**src/sac_pkg.sv**
```systemverilog
// Purpose: Shared constants for the converter conversion control block.
// Assumes: APB register map with one aligned 32-bit word per register.
// Notes:   Offsets are byte addresses; data sits in the low byte.
package sac_pkg;

  localparam logic [7:0] ADDR_CHREF   = 8'h00;
  localparam logic [7:0] ADDR_CTRL_A  = 8'h04;
  localparam logic [7:0] ADDR_CTRL_B  = 8'h08;
  localparam logic [7:0] ADDR_RES_LO  = 8'h0c;
  localparam logic [7:0] ADDR_RES_HI  = 8'h10;
  localparam logic [7:0] ADDR_PIN_DIS = 8'h14;
  localparam logic [7:0] ADDR_POWER   = 8'h18;

  localparam int CR_REF_HI  = 7;
  localparam int CR_REF_LO  = 6;
  localparam int CR_LEFT    = 5;
  localparam int CA_ENABLE  = 7;
  localparam int CA_START   = 6;
  localparam int CA_AUTO    = 5;
  localparam int CA_FLAG    = 4;
  localparam int CA_IE      = 3;
  localparam int CB_CMPMUX  = 6;
  localparam int PD_NEG     = 1;
  localparam int PD_POS     = 0;
  localparam int PW_REDUCE  = 0;

  localparam logic [7:0] CHREF_RST   = 8'h00;
  localparam logic [7:0] CTRL_A_RST  = 8'h00;
  localparam logic [7:0] CTRL_B_RST  = 8'h00;
  localparam logic [1:0] PIN_DIS_RST = 2'h0;
  localparam logic       POWER_RST   = 1'b0;
  localparam logic [9:0] RESULT_RST  = 10'h000;

  localparam logic [4:0] STEPS_NORMAL = 5'h0d;
  localparam logic [4:0] STEPS_FIRST  = 5'h19;
  localparam logic [4:0] SAMPLE_LEAD  = 5'h0c;
  localparam logic [9:0] SAR_MSB      = 10'h200;
  localparam logic [3:0] SAR_TOP_BIT  = 4'h9;

  localparam logic [2:0] TRIG_FREE   = 3'h0;
  localparam logic [3:0] CH_BANDGAP  = 4'he;
  localparam logic [3:0] CH_GROUND   = 4'hf;

  typedef enum logic [1:0] {
    SAC_IDLE = 2'b00,
    SAC_WAIT = 2'b01,
    SAC_CONV = 2'b11
  } sac_state_e;

endpackage : sac_pkg

```
**src/sac_conversion_control.sv**
```systemverilog
// Purpose: Conversion control around a 10-bit successive-approximation core.
// Assumes: APB slave, zero wait states; analog core answers one decision per step.
// Notes:   Read side effects act in the APB setup cycle, when read data is captured.
//
// Added by the designer: the APB interface to the registers and the register addresses.
`timescale 1ns/1ns
// What this block does
// - Mux enable with converter off routes channel pins 0-7 to comparator minus.
// - Pin input disable bits force the matching port input bit to zero.
// - Result is 10 bits, zero is ground, all ones is reference less one step.
// - Reference and channel reach the converter only while it is enabled.
// - Ground and bandgap are selectable inputs besides the pins.
// - Result is right justified, or left justified when left adjust is set.
// - Reading the low byte blocks result updates; a blocked result is lost.
// - Reading the high byte unblocks result updates.
// - Completion flag sets even when the result was lost.
// - Writing start begins one conversion, or free running; start clears on completion unless free running.
// - A channel change during a conversion applies after it completes.
// - A trigger rising edge restarts the prescaler and starts a conversion.
// - A trigger still high at completion does not start another conversion.
// - Trigger edges during a conversion are ignored.
// - A trigger source flag sets regardless of interrupt masking.
// - Completion flag as trigger gives free running regardless of the flag.
// - With auto trigger on, writing start still begins a conversion.
// - Start reads one during every conversion, however started.
// - A conversion takes 13 steps, the first after enabling 25.
// - Completion writes data unless blocked and sets the flag; single mode clears start.
// - The prescaler runs only while enabled and is held reset otherwise.
module sac_conversion_control (
  input  wire logic        clock,
  input  wire logic        rst,
  input  wire logic        psel,
  input  wire logic        penable,
  input  wire logic        pwrite,
  input  wire logic [7:0]  paddr,
  input  wire logic [31:0] pwdata,
  output logic      [31:0] prdata,
  output logic             pready,
  output logic             pslverr,
  input  wire logic [7:0]  trigger_sources,
  input  wire logic        core_decision,
  output logic             core_enable,
  output logic      [3:0]  core_channel,
  output logic      [1:0]  core_reference,
  output logic             core_sample,
  output logic      [9:0]  dac_code,
  input  wire logic [1:0]  comparator_pin_raw,
  output logic      [1:0]  port_input_bits,
  output logic             comparator_neg_from_mux,
  output logic      [2:0]  comparator_neg_channel,
  output logic             conversion_irq
);

  sac_pkg::sac_state_e state_r;
  sac_pkg::sac_state_e state_nxt;

  logic [7:0]  chref_r;
  logic        enable_r;
  logic        auto_r;
  logic        ie_r;
  logic [2:0]  prescale_r;
  logic        cmp_mux_en_r;
  logic [2:0]  trig_sel_r;
  logic [1:0]  pin_dis_r;
  logic        power_red_r;
  logic        flag_r;
  logic        lock_r;
  logic        first_r;
  logic [9:0]  data_r;
  logic [9:0]  sar_r;
  logic [3:0]  bit_r;
  logic [4:0]  step_r;
  logic [3:0]  applied_ch_r;
  logic [1:0]  applied_ref_r;
  logic [7:0]  trig_s1_r;
  logic [7:0]  trig_s2_r;
  logic        trig_prev_r;
  logic        dec_s1_r;
  logic        dec_s2_r;
  logic [1:0]  pin_s1_r;
  logic [1:0]  pin_s2_r;
  logic [1:0]  port_in_r;
  logic        sample_r;
  logic        neg_mux_r;
  logic [2:0]  neg_ch_r;
  logic [31:0] prdata_r;

  logic        wr_acc;
  logic        rd_setup;
  logic        addr_hit;
  logic        wr_chref;
  logic        wr_ctrl_a;
  logic        wr_ctrl_b;
  logic        wr_pin_dis;
  logic        wr_power;
  logic        rd_lo;
  logic        rd_hi;
  logic        eff_en;
  logic        conv_tick;
  logic        wr_start;
  logic        freerun;
  logic        trig_now;
  logic        trig_edge;
  logic        trig_fire;
  logic        presc_restart;
  logic        done;
  logic        on_sample;
  logic        on_decide;
  logic [4:0]  total;
  logic [4:0]  last_step;
  logic [4:0]  sample_step;
  logic [9:0]  bit_hot;
  logic [9:0]  sar_kept;
  logic [9:0]  sar_nxt;
  logic [7:0]  res_hi;
  logic [7:0]  res_lo;
  logic [7:0]  ctrl_a_rd;
  logic [7:0]  rd_byte;
  logic        update_sel;

  // APB decode; the slave never inserts wait states.
  assign pready     = 1'b1;
  assign wr_acc     = psel && penable && pwrite;
  assign rd_setup   = psel && !penable && !pwrite;
  assign addr_hit   = (paddr == sac_pkg::ADDR_CHREF) || (paddr == sac_pkg::ADDR_CTRL_A) ||
                      (paddr == sac_pkg::ADDR_CTRL_B) || (paddr == sac_pkg::ADDR_RES_LO) ||
                      (paddr == sac_pkg::ADDR_RES_HI) || (paddr == sac_pkg::ADDR_PIN_DIS) ||
                      (paddr == sac_pkg::ADDR_POWER);
  assign pslverr    = psel && penable && !addr_hit;
  assign wr_chref   = wr_acc && (paddr == sac_pkg::ADDR_CHREF);
  assign wr_ctrl_a  = wr_acc && (paddr == sac_pkg::ADDR_CTRL_A);
  assign wr_ctrl_b  = wr_acc && (paddr == sac_pkg::ADDR_CTRL_B);
  assign wr_pin_dis = wr_acc && (paddr == sac_pkg::ADDR_PIN_DIS);
  assign wr_power   = wr_acc && (paddr == sac_pkg::ADDR_POWER);
  assign rd_lo      = rd_setup && (paddr == sac_pkg::ADDR_RES_LO);
  assign rd_hi      = rd_setup && (paddr == sac_pkg::ADDR_RES_HI);

  assign eff_en   = enable_r && !power_red_r;
  assign wr_start = wr_ctrl_a && pwdata[sac_pkg::CA_START] && pwdata[sac_pkg::CA_ENABLE];
  assign freerun  = auto_r && (trig_sel_r == sac_pkg::TRIG_FREE);

  // Only a fresh rising edge of the selected source fires; a held level does not.
  assign trig_now      = trig_s2_r[trig_sel_r];
  assign trig_edge     = trig_now && !trig_prev_r;
  assign trig_fire     = auto_r && !freerun && eff_en && trig_edge && (state_r == sac_pkg::SAC_IDLE);
  assign presc_restart = trig_fire;

  sac_prescaler u_prescaler (
    .clock   (clock),
    .rst     (rst),
    .run     (eff_en),
    .restart (presc_restart),
    .div_sel (prescale_r),
    .tick    (conv_tick)
  );

  // Step schedule: sample, ten decisions, then completion on the last step.
  assign total       = first_r ? sac_pkg::STEPS_FIRST : sac_pkg::STEPS_NORMAL;
  assign last_step   = total - 5'h01;
  assign sample_step = total - sac_pkg::SAMPLE_LEAD;
  assign on_sample   = conv_tick && (state_r == sac_pkg::SAC_CONV) && (step_r == sample_step);
  assign on_decide   = conv_tick && (state_r == sac_pkg::SAC_CONV) && (step_r > sample_step) &&
                       (step_r < last_step);
  assign done        = conv_tick && (state_r == sac_pkg::SAC_CONV) && (step_r == last_step);

  // Keep the trial bit if the input exceeds the trial level, then try the next one.
  assign bit_hot  = 10'h001 << bit_r;
  assign sar_kept = dec_s2_r ? sar_r : (sar_r & ~bit_hot);
  assign sar_nxt  = sar_kept | (bit_hot >> 1);

  always_comb begin
    state_nxt = state_r;
    unique case (state_r)
      sac_pkg::SAC_IDLE: begin
        if (wr_start || trig_fire) begin
          state_nxt = sac_pkg::SAC_WAIT;
        end
      end
      sac_pkg::SAC_WAIT: begin
        if (conv_tick) begin
          state_nxt = sac_pkg::SAC_CONV;
        end
      end
      sac_pkg::SAC_CONV: begin
        if (done && !freerun) begin
          state_nxt = sac_pkg::SAC_IDLE;
        end
      end
      default: begin
        state_nxt = sac_pkg::SAC_IDLE;
      end
    endcase
    // A start written together with the enable bit must not be lost to the off state.
    if (!eff_en) begin
      state_nxt = (wr_start && !power_red_r) ? sac_pkg::SAC_WAIT : sac_pkg::SAC_IDLE;
    end
  end

  always_ff @(posedge clock or posedge rst) begin
    if (rst) begin
      state_r <= sac_pkg::SAC_IDLE;
      step_r  <= 5'h00;
    end else begin
      state_r <= state_nxt;
      if (state_r == sac_pkg::SAC_WAIT || done) begin
        step_r <= 5'h00;
      end else if (conv_tick) begin
        step_r <= step_r + 5'h01;
      end
    end
  end

  always_ff @(posedge clock or posedge rst) begin
    if (rst) begin
      sar_r    <= sac_pkg::RESULT_RST;
      bit_r    <= sac_pkg::SAR_TOP_BIT;
      sample_r <= 1'b0;
    end else begin
      sample_r <= on_sample;
      if (on_sample) begin
        sar_r <= sac_pkg::SAR_MSB;
        bit_r <= sac_pkg::SAR_TOP_BIT;
      end else if (on_decide) begin
        sar_r <= sar_nxt;
        bit_r <= bit_r - 4'h1;
      end
    end
  end

  // A first conversion is due whenever the converter has been off.
  always_ff @(posedge clock or posedge rst) begin
    if (rst) begin
      first_r <= 1'b1;
    end else if (!eff_en) begin
      first_r <= 1'b1;
    end else if (done) begin
      first_r <= 1'b0;
    end
  end

  // Result, lock and flag. Set wins over the software clear.
  always_ff @(posedge clock or posedge rst) begin
    if (rst) begin
      data_r <= sac_pkg::RESULT_RST;
      lock_r <= 1'b0;
      flag_r <= 1'b0;
    end else begin
      if (done && !lock_r) begin
        data_r <= sar_r;
      end
      if (rd_lo) begin
        lock_r <= 1'b1;
      end else if (rd_hi) begin
        lock_r <= 1'b0;
      end
      if (done) begin
        flag_r <= 1'b1;
      end else if (wr_ctrl_a && pwdata[sac_pkg::CA_FLAG]) begin
        flag_r <= 1'b0;
      end
    end
  end

  // Selections are frozen during a conversion and reach the core only when enabled.
  assign update_sel = eff_en && ((state_r != sac_pkg::SAC_CONV) || done);

  always_ff @(posedge clock or posedge rst) begin
    if (rst) begin
      applied_ch_r  <= 4'h0;
      applied_ref_r <= 2'h0;
    end else if (update_sel) begin
      applied_ch_r  <= chref_r[3:0];
      applied_ref_r <= chref_r[sac_pkg::CR_REF_HI:sac_pkg::CR_REF_LO];
    end
  end

  // Software registers.
  always_ff @(posedge clock or posedge rst) begin
    if (rst) begin
      chref_r      <= sac_pkg::CHREF_RST;
      enable_r     <= sac_pkg::CTRL_A_RST[sac_pkg::CA_ENABLE];
      auto_r       <= sac_pkg::CTRL_A_RST[sac_pkg::CA_AUTO];
      ie_r         <= sac_pkg::CTRL_A_RST[sac_pkg::CA_IE];
      prescale_r   <= sac_pkg::CTRL_A_RST[2:0];
      cmp_mux_en_r <= sac_pkg::CTRL_B_RST[sac_pkg::CB_CMPMUX];
      trig_sel_r   <= sac_pkg::CTRL_B_RST[2:0];
      pin_dis_r    <= sac_pkg::PIN_DIS_RST;
      power_red_r  <= sac_pkg::POWER_RST;
    end else begin
      if (wr_chref) begin
        chref_r <= pwdata[7:0] & 8'hef;
      end
      if (wr_ctrl_a) begin
        enable_r   <= pwdata[sac_pkg::CA_ENABLE];
        auto_r     <= pwdata[sac_pkg::CA_AUTO];
        ie_r       <= pwdata[sac_pkg::CA_IE];
        prescale_r <= pwdata[2:0];
      end
      if (wr_ctrl_b) begin
        cmp_mux_en_r <= pwdata[sac_pkg::CB_CMPMUX];
        trig_sel_r   <= pwdata[2:0];
      end
      if (wr_pin_dis) begin
        pin_dis_r <= pwdata[1:0];
      end
      if (wr_power) begin
        power_red_r <= pwdata[sac_pkg::PW_REDUCE];
      end
    end
  end

  // Two-stage synchronisers for pins and the analog decision.
  always_ff @(posedge clock or posedge rst) begin
    if (rst) begin
      trig_s1_r   <= 8'h00;
      trig_s2_r   <= 8'h00;
      trig_prev_r <= 1'b0;
      dec_s1_r    <= 1'b0;
      dec_s2_r    <= 1'b0;
      pin_s1_r    <= 2'h0;
      pin_s2_r    <= 2'h0;
      port_in_r   <= 2'h0;
    end else begin
      trig_s1_r   <= trigger_sources;
      trig_s2_r   <= trig_s1_r;
      trig_prev_r <= trig_now;
      dec_s1_r    <= core_decision;
      dec_s2_r    <= dec_s1_r;
      pin_s1_r    <= comparator_pin_raw;
      pin_s2_r    <= pin_s1_r;
      port_in_r   <= pin_s2_r & ~pin_dis_r;
    end
  end

  // Comparator negative input routing.
  always_ff @(posedge clock or posedge rst) begin
    if (rst) begin
      neg_mux_r <= 1'b0;
      neg_ch_r  <= 3'h0;
    end else begin
      neg_mux_r <= cmp_mux_en_r && !enable_r;
      neg_ch_r  <= chref_r[2:0];
    end
  end

  // Read data, justified on the fly by the live left adjust bit.
  assign res_hi    = chref_r[sac_pkg::CR_LEFT] ? data_r[9:2] : {6'h00, data_r[9:8]};
  assign res_lo    = chref_r[sac_pkg::CR_LEFT] ? {data_r[1:0], 6'h00} : data_r[7:0];
  assign ctrl_a_rd = {enable_r, (state_r != sac_pkg::SAC_IDLE), auto_r, flag_r, ie_r, prescale_r};
  assign rd_byte   = (paddr == sac_pkg::ADDR_CHREF)   ? chref_r :
                     (paddr == sac_pkg::ADDR_CTRL_A)  ? ctrl_a_rd :
                     (paddr == sac_pkg::ADDR_CTRL_B)  ? {1'b0, cmp_mux_en_r, 3'h0, trig_sel_r} :
                     (paddr == sac_pkg::ADDR_RES_LO)  ? res_lo :
                     (paddr == sac_pkg::ADDR_RES_HI)  ? res_hi :
                     (paddr == sac_pkg::ADDR_PIN_DIS) ? {6'h00, pin_dis_r} :
                     (paddr == sac_pkg::ADDR_POWER)   ? {7'h00, power_red_r} : 8'h00;

  always_ff @(posedge clock or posedge rst) begin
    if (rst) begin
      prdata_r <= 32'h0000_0000;
    end else if (rd_setup) begin
      prdata_r <= {24'h00_0000, rd_byte};
    end
  end

  assign prdata                  = prdata_r;
  assign core_enable             = eff_en;
  assign core_channel            = applied_ch_r;
  assign core_reference          = applied_ref_r;
  assign core_sample             = sample_r;
  assign dac_code                = sar_r;
  assign port_input_bits         = port_in_r;
  assign comparator_neg_from_mux = neg_mux_r;
  assign comparator_neg_channel  = neg_ch_r;
  assign conversion_irq          = flag_r && ie_r;
endmodule : sac_conversion_control

```
**src/sac_prescaler.sv**
```systemverilog
// Purpose: Converter clock prescaler producing one-cycle step ticks.
// Assumes: Division ratio is two shifted left by the select value.
// Notes:   Held at zero while not running; restart starts a full period.
`timescale 1ns/1ns
module sac_prescaler (
  input  wire logic       clock,
  input  wire logic       rst,
  input  wire logic       run,
  input  wire logic       restart,
  input  wire logic [2:0] div_sel,
  output logic            tick
);

  logic [7:0] cnt_r;
  logic [7:0] cnt_nxt;
  logic [7:0] limit;

  assign limit   = 8'((9'h002 << div_sel) - 9'h001);
  assign tick    = run && !restart && (cnt_r == limit);
  assign cnt_nxt = (!run || restart || tick) ? 8'h00 : cnt_r + 8'h01;

  always_ff @(posedge clock or posedge rst) begin
    if (rst) begin
      cnt_r <= 8'h00;
    end else begin
      cnt_r <= cnt_nxt;
    end
  end

endmodule : sac_prescaler

```
**config.mk**
```make
export PLATFORM = sky130hd
export DESIGN_NAME = sac_conversion_control
export DESIGN_NICKNAME = d
export VERILOG_FILES = /design/src/sac_pkg.sv /design/src/sac_conversion_control.sv /design/src/sac_prescaler.sv
export SDC_FILE = /design/constraint.sdc
export NUM_CORES = 1
export LEC_CHECK = 0
export ABC_AREA = 1
export BUFFER_PORTS_ARGS = -buffer_cell sky130_fd_sc_hd__clkbuf_2
export CELL_PAD_IN_SITES_DETAIL_PLACEMENT = 1
export CELL_PAD_IN_SITES_GLOBAL_PLACEMENT = 2
export CORE_MARGIN = 8
export CORE_UTILIZATION = 34
export DETAILED_ROUTE_END_ITERATION = 8
export MAX_ROUTING_LAYER = met4
export PLACE_DENSITY = 0.88
export SYNTH_ARGS = -nofsm -noshare
export SYNTH_HDL_FRONTEND = slang
export SYNTH_HIERARCHICAL = 1
export SYNTH_SLANG_ARGS = --single-unit
```
**constraint.sdc**
```tcl
create_clock -name clock -period 6 [get_ports clock]
set_input_delay 1.5 -clock clock [delete_from_list [all_inputs] [get_ports clock]]
set_output_delay 1.5 -clock clock [all_outputs]
set_load 0.05 [all_outputs]
```
[Word level (Yosys, flattened, before mapping)]
Cells that the tools add are included.
Cells by class
  shift-type cells: 2
  bitwise gates (word level): 5
  magnitude comparators: 3
  reduce and logical (&&, ||, !) cells: 65
  equal/unequal tests: 16
  muxes and demuxes: 32
  $add $sub $neg: 6
Operator list (number)
  two-way mux 8 bit: 8
  logical AND 1 bit: 35
  two-way mux 10 bit: 3
  == test 8 x 5 -> 1 bit (second input constant): 3
  == test 8 x 4 -> 1 bit (second input constant): 2
  two-way mux 5 bit: 3
  logical OR 1 bit: 11
  bitwise AND 10 bit: 1
  == test 5 bit: 2
  logical NOT 1 bit: 10
  two-way mux 2 bit: 5
  inverter 10 bit: 1
  bitwise OR 10 x 9 -> 10 bit: 1
  nonzero test 2 bit: 5
  left shift 1 x 4 -> 10 bit (first input constant): 1
  two-way mux 1 bit: 9
  adder 8 x 1 -> 8 bit (second input constant): 1
  == test 8 x 3 -> 1 bit (second input constant): 1
  == test 8 bit: 1
  logical NOT 8 bit: 1
  two-way mux 4 bit: 2
  left shift 2 x 3 -> 8 bit (first input constant): 1
  subtractor 8 x 1 -> 8 bit (second input constant): 1
  inequality test 3 x 2 -> 1 bit (second input constant): 2
  other kinds (19): 19
Word-level totals
  input port bits: 56
  word-level logic and storage cells: 161
  bits in registers: 106
  output and inout bits: 59

[Logic depth before layout (Yosys ltp)]
Gate-level depths: netlist (run 1).
  word-level depth: 16
  depth in mapped cells: 21

[Modules after synthesis]
Netlist (run 1), hierarchy kept.
By module, submodules not included
  sac_conversion_control: area each 4698.3 um^2, times used 1, seq. area each 2456.1 um^2, cells an instance 556
  sac_prescaler: area each 624.3 um^2, times used 1, seq. area each 200.2 um^2, cells an instance 102

[Least setup slack after synthesis (run 1)]
OpenSTA, ideal clock, no wires.
  kind: input to output
  start point: in paddr[0]
  end point: out pslverr
  buffers on the path: 0
  slack: 1.499 ns
  required time: 4.500 ns
  cell stages on the path: 6
  data arrival time: 3.001 ns
  cell sequence: inv_1 -> nand2_1 -> nor2_1 -> nand2_1 -> nand4_1 -> nor3_1
Between the ends
  longest elaborated chain between the ends: 9
  elaborated cells between the ends (all ways): 15
  classes of those cells: 6 x eq/ne; 9 x reduce/logical
Ends and longest elaborated chain
  from (decl): line sac_conversion_control.sv:35  | input wire logic [7:0] paddr,
  == test 8 x 3 -> 1 bit or logical NOT 8 bit (tied branches): line sac_conversion_control.sv:125  | assign addr_hit = (paddr == sac_pkg::ADDR_CHREF) || (paddr == sac_pkg::ADDR_CTRL_A) ||
  logical OR 1 bit (2 in series): line sac_conversion_control.sv:125
  logical OR 1 bit (2 in series): line sac_conversion_control.sv:126  | (paddr == sac_pkg::ADDR_CTRL_B) || (paddr == sac_pkg::ADDR_RES_LO) ||
  logical OR 1 bit: line sac_conversion_control.sv:127  | (paddr == sac_pkg::ADDR_RES_HI) || (paddr == sac_pkg::ADDR_PIN_DIS) ||
  logical OR 1 bit *: line sac_conversion_control.sv:127
  logical NOT 1 bit *: line sac_conversion_control.sv:129  | assign pslverr = psel && penable && !addr_hit;
  logical AND 1 bit *: line sac_conversion_control.sv:129
  to (decl): line sac_conversion_control.sv:39  | output logic pslverr,
Every way passes the cells marked *; elsewhere a longest branch is shown, timed or not.

[Final worst setup path (run 1)]
Ends and elaborated chain as after synthesis.

==> results.cfg, run 1 <==
[status]
status = finished, final reports clean

[clocking]
clk_pin_slew_worst_paths_ns = 0.08
post_cts_buffers = 0
holdBufCountCts = 0
cts_tree = done
cts_sinks = 106
clockRootBuffer = clkbuf_16
cts_buffer_depth = 2
cts_buffers = 9
cts_max_level = 3
worst_skew_pair.late_latency_ns = 0.36
ctsResizeCount = 0

[grt]
grt_pass1_vias = 4775
grt_overflow = 0
grt_use_total_pct = 15.3
antenna_found_initial = 0
grt_pass1_wl_microns = 23900
grt_max_degree = 54

[pwr]
irDropWorstVdd_uv = 173
total_power_mw = 1.42
p_per_area_mw_per_mm2 = 235
p_leak_nw = 3.04

[sta]
hold_viol = 0
grt_setup_unrepaired = false
fmaxAchievable_mhz = 240
setup_tns_ns = 0
setup_viol = 0
finalCriticalPeriod_ns = 4.16
slew_headroom_pct = 21.4
finalCritPeriodShare_pct = 69.4
slew_viol_final = 0
skew_ns = 0.00888
worst_pin_slew_ns = 1.17

[floorplanning]
die_h_microns = 141
floorplan.initialDensity_pct = 34.9
core-area_sq_mm = 0.0153
io_pins = 115
die_width_microns = 141
fp-row-count = 45
dieArea_sq_mm = 0.0199

[hold_path]
hold_path.class = reg -> reg

[synth]
synth_edf_count = 0
syn_area_per_cell_sq_um = 8.09
ys_types = 36
yosysWarningCount = 6
synth-main-ff-cell = dfrtp_1
ys_ff_latch = 106
async_flop_share_pct = 100
syn_area_sq_mm = 0.00532
synth_cells = 658
yosysSeqAreaShare_pct = 49.9

[setup_path]
crit_required_ns = 4.50
crit_path_end_kind = output port
worstSetupStartpointType = primary input
worstSetupPathType = in -> out
worstPathMaxFanout = 7
r2r_slack_ns = 2.37
cp.arrival_ns = 2.66

[layout]
syn_to_final_growth_pct = 13.5
drive_gt1_share_pct = 14.2
antennaDiodeCount = 0
nets = 792

[detailed_routing]
viasPerCell = 4.71
wl_microns = 14300
dr.pass1.iters = 4
drc = 0
ant_nets = 0
vias = 4421
wl_per_cell_microns = 15.3
drtIter0Drc = 183

[placement]
dpl.hpwl_microns = 11100
io_buffer_count = 65
gp_congestion = 0.862

[run]
timing.max_cap.violations = 0
[power by group]
part	internal, mW	switching, mW
logic	0.0217	0.0979
clock network	0.287	0.278
registers	0.729	0.00828
[through the flow]
| stage | hold WS (ns) | std cells | setup WS, ns | util (%) | instance area (sq um) |
|---|---|---|---|---|---|
| detailed placement | 0.337 | 922 | 1.81 | 37.8 | 5760 |
| global placement | 0.334 | 922 | 1.80 | 37.8 | 5760 |
| finish | 0.350 | 938 | 1.84 | 39.6 | 6040 |
| floorplan | 0.331 | 681 | 1.50 | - | 5410 |
| CTS | 0.353 | 938 | 1.81 | 39.6 | 6040 |
| global route | 0.361 | 938 | 1.67 | 39.6 | 6040 |
[registers in the layout, indices dropped and copies added, names as in the netlist, 3 cells and up]
register / count
dac_code: 10
data_r: 10
prdata: 8
trig_s1_r: 8
trig_s2_r: 8
u_prescaler/cnt_r: 8
chref_r: 7
step_r: 5
bit_r: 4
core_channel: 4
comparator_neg_channel: 3
prescale_r: 3
trig_sel_r: 3
[metal layers]
| metal | track usage [%] | up-vias | routed length (microns) |
|---|---|---|---|
| li1 | - | 2155 | - |
| met1 | 17.9 | 2170 | 6480 |
| met2 | 25.9 | 78 | 7030 |
| met3 | 3.51 | 18 | 606 |
| met4 | 4.64 | 0 | 211 |
| met5 | - | - | 0 |
[worst paths after layout]
kind / from / endpoint / depth (start not counted)
max: paddr[0] / pslverr / 8
min: trig_s1_r[0] / trig_s2_r[0] / 0
max reg2reg: prescale_r[1] / bit_r[3] / 18
min reg2reg: trig_s1_r[0] / trig_s2_r[0] / 0
max in group asynchronous: rst / trig_s2_r[4] / 3
min in group asynchronous: rst / u_prescaler/cnt_r[0] / 2
[layout make-up]
cell class	count	area, sq um
fill	1861	9220
sequential	106	2660
multi-input combinational	448	2160
inverter	91	344
timing repair buffer	66	333
tap	211	264
clock buffer	10	229
clock inverter	6	50.0
[cells in the mapped netlist, drive strengths merged, types with 2 or more instances]
library cell | n | area, sq um
nor3 | 7 | 45.0
a21boi | 2 | 15.0
nand4 | 7 | 43.8
conb | 2 | 7.51
dfrtp | 103 | 2580
nor2 | 53 | 219
o22ai | 2 | 12.5
buf | 30 | 215
ha | 14 | 175
mux2 | 4 | 45.0
dfstp | 3 | 78.8
o21ai | 75 | 375
a21oi | 10 | 50.1
o211ai | 4 | 30.0
nand3 | 47 | 235
xor2 | 6 | 52.6
clkbuf | 6 | 32.5
inv | 91 | 342
nand2 | 183 | 702
[logic make-up after synthesis]
kind of cell / Yosys count / share of synthesized area [%]
compound gates: 98 / 9.78
xor+xnor: 7 / 1.15
fa+ha+maj: 14 / 3.29
buf+inv: 127 / 11.1
flops: 106 / 49.9
mux: 5 / 1.03
other cells: 2 / 0.141
simple gates: 299 / 23.6
[worst max-delay path: stages]
cell and delay, ns:
clkbuf_2 0.09, inv_1 0.03, nand2_1 0.17, nor2_1 0.08, nand2_1 0.20, nand4_1 0.11, nor3_1 0.16, clkbuf_2 0.32
[placed cells by master (no fill, tap or decap), types with 2 or more instances in the layout]
cell	Yosys	layout
ha_1	14	14
nand2_2	3	3
nor3_1	5	5
o22ai_1	2	2
nand3_1	47	47
dfrtp_1	103	103
a21boi_0	2	2
conb_1	2	25
nor3_2	2	2
inv_2	2	2
xor2_1	6	6
o211ai_1	4	4
nand4_1	7	7
clkinv_4	0	2
o21ai_0	75	75
clkbuf_16	0	9
dfstp_2	3	3
nor2_2	5	5
mux2_2	4	4
clkbuf_2	0	65
a21oi_1	10	10
nand2_1	179	179
inv_1	89	88
nor2_1	47	47
Note: power is estimated with default switching activity, not from simulation.
==> run 2, diff against run 1 <==
Settings changed: CORE_UTILIZATION 34 to 28, PLACE_DENSITY 0.88 to 0.78.
Clock period 6 ns to 3.7 ns, I/O delays scaled along.
==> run 2 against run 1 <==
Effect of this change:
- combinational power grew 62%
- die area rose by 19%
- sequential share of layout area decreased by 0.55 points
- sequential power rose by 61%
- critical path depth rose by 11
- total power increased by 64%
- sequential cell count is the same
- core utilization decreased by 6.9 points
- routed wire length increased by 1.0%
- critical path type is now reg -> reg
- highest routed layer unchanged
==> results.cfg, run 2 (synthesis results as in run 1) <==
[setup_path]
reg2reg_to = bit_r[3]
crit_end = bit_r[3]
worstSetupPathType = reg -> reg
cp.arrival_ns = 3.46
worstPathMaxFanout = 16
r2r_slack_ns = 0.52
crit_required_ns = 3.98
r2r-start = prescale_r[1]
worstSetupStartpointType = flop
crit_path_end_kind = flop
reg2reg_depth = 19
crit_start = prescale_r[1]

[detailed_routing]
drtIter0Drc = 148
drc = 0
wl_per_cell_microns = 15.0
dr.pass1.iters = 4
viasPerCell = 4.55
wl_microns = 14500
ant_nets = 0
vias = 4399

[layout]
antennaDiodeCount = 0
nets = 797
final_cells = 966
layout_common_cells = 179 x nand2_1, 103 x dfrtp_1, 88 x inv_1
syn_to_final_growth_pct = 14.9
drive_gt1_share_pct = 15.0
final_common_cell = nand2_1

[run]
timing.max_cap.violations = 0

[grt]
grt_max_degree = 84
grt_use_total_pct = 13.0
grt_overflow = 0
antenna_found_initial = 0
grt_pass1_wl_microns = 24100
grt_pass1_vias = 4656

[sta]
slew_viol_final = 0
skew_ns = 0.00732
fin_ws_ns = 0.519
worst_pin_slew_ns = 1.04
finalCritPeriodShare_pct = 86.0
slew_headroom_pct = 30.7
hold-worst-slack_ns = 0.349
fmaxAchievable_mhz = 314
grt_setup_unrepaired = false
setup_tns_ns = 0
hold_viol = 0
finalCriticalPeriod_ns = 3.18
setup_viol = 0

[clocking]
clk_pin_slew_worst_paths_ns = 0.08
cts_max_level = 3
cts_tree = done
cts_sinks = 106
post_cts_buffers = 0
holdBufCountCts = 0
cts_buffer_depth = 2
cts_buffers = 9
worst_skew_pair.late_latency_ns = 0.36
clockRootBuffer = clkbuf_16

[placement]
post-place-ws_ns = 0.366
dpl.hpwl_microns = 11200
io_buffer_count = 65
place_inst = 950
gp_congestion = 0.818

[pwr]
seqPwrFrac_pct = 51.3
total_power_mw = 2.33
clockPowerShare_pct = 40.4
p_per_area_mw_per_mm2 = 381
power.switching_mw = 0.642
irDropWorstVdd_uv = 284
p_int_mw = 1.69
p_leak_nw = 3.07
pwr-share-comb_pct = 8.3
netSwitchingFraction_pct = 27.6

[floorplanning]
dieArea_sq_mm = 0.0237
die_h_microns = 154
floorplan.initialDensity_pct = 28.5
io_pins = 115
die_width_microns = 154
core-area_sq_mm = 0.0187
fp-row-count = 50

[status]
status = finished, final reports clean

[hold_path]
hold_path.class = reg -> reg
[run 2: changes by cell type in the layout (fill, tap and decap cells not counted)]
| cell | previous run | this run |
|---|---|---|
| buf_4 | 1 | 6 |
| clkbuf_1 | 1 | 0 |
| inv_8 | 1 | 2 |
| nor2_1 | 47 | 46 |
| nor2_2 | 5 | 6 |
[run 2: final cells by class]
cell class	instances	area, sq um
clock inverters	7	61.3
fillers	2287	12600
inverters	91	344
flip-flops and latches	106	2660
repair buffers	71	370
clock buffers	9	225
multi-input cells	448	2170
well taps	234	293
[run 2: stage by stage]
stage               util [%]  area (sq um)
floorplan                  -          5410
global placement        31.2          5830
detailed placement      31.2          5830
CTS                     32.7          6110
global route            32.7          6120
finish                  32.7          6120
[run 2: power groups by stage]
stage          Combinational (mW)  Clock (mW)  Sequential, mW
6_report                    0.195       0.941            1.19
5_1_grt                     0.214        1.02            1.20
4_1_cts                     0.197       0.978            1.20
3_5_place_dp                0.197           0            1.22
3_3_place_gp                0.194           0            1.22
2_1_floorplan               0.139           0            1.24
[run 2: what timing repair did]
item	CTS	global route
setup endpoints to repair	0	2
resized for setup	0	1
endpoints found under the hold margin	0	0
[run 2: how the worst min path moves through the flow]
stage	depth (start not counted)	to	start
final	0	trig_s2_r[6]	trig_s1_r[6]
after global routing	0	trig_s2_r[6]	trig_s1_r[6]
after CTS	0	trig_s2_r[6]	trig_s1_r[6]
after detailed placement	0	trig_s2_r[5]	trig_s1_r[5]
after global placement	0	dec_s2_r	dec_s1_r
after floorplan	0	dec_s2_r	dec_s1_r
[run 2: layer usage]
| layer | wire (microns) | vias to the layer above | GRT usage (%) |
|---|---|---|---|
| li1 | - | 2174 | - |
| met1 | 6820 | 2126 | 16.0 |
| met2 | 6850 | 86 | 20.9 |
| met3 | 641 | 13 | 3.11 |
| met4 | 147 | 0 | 3.92 |
| met5 | 0 | - | - |
[run 2: worst max-delay path: stages, from the launching register on]
cell and delay, ns:
dfrtp_1 0.49, nor2_1 0.21, nand2_1 0.10, ha_1 0.32
nand2_1 0.07, nand2_1 0.05, nor2_1 0.07, nand2_1 0.05
nor2_1 0.10, nand2_1 0.07, nor2_2 0.10, nand2_2 0.10
nor2_2 0.24, nand2_2 0.11, or2_1 0.21, nor2_1 0.13
nand2_2 0.22, nand2_1 0.24, o21ai_0 0.12, o21ai_0 0.10
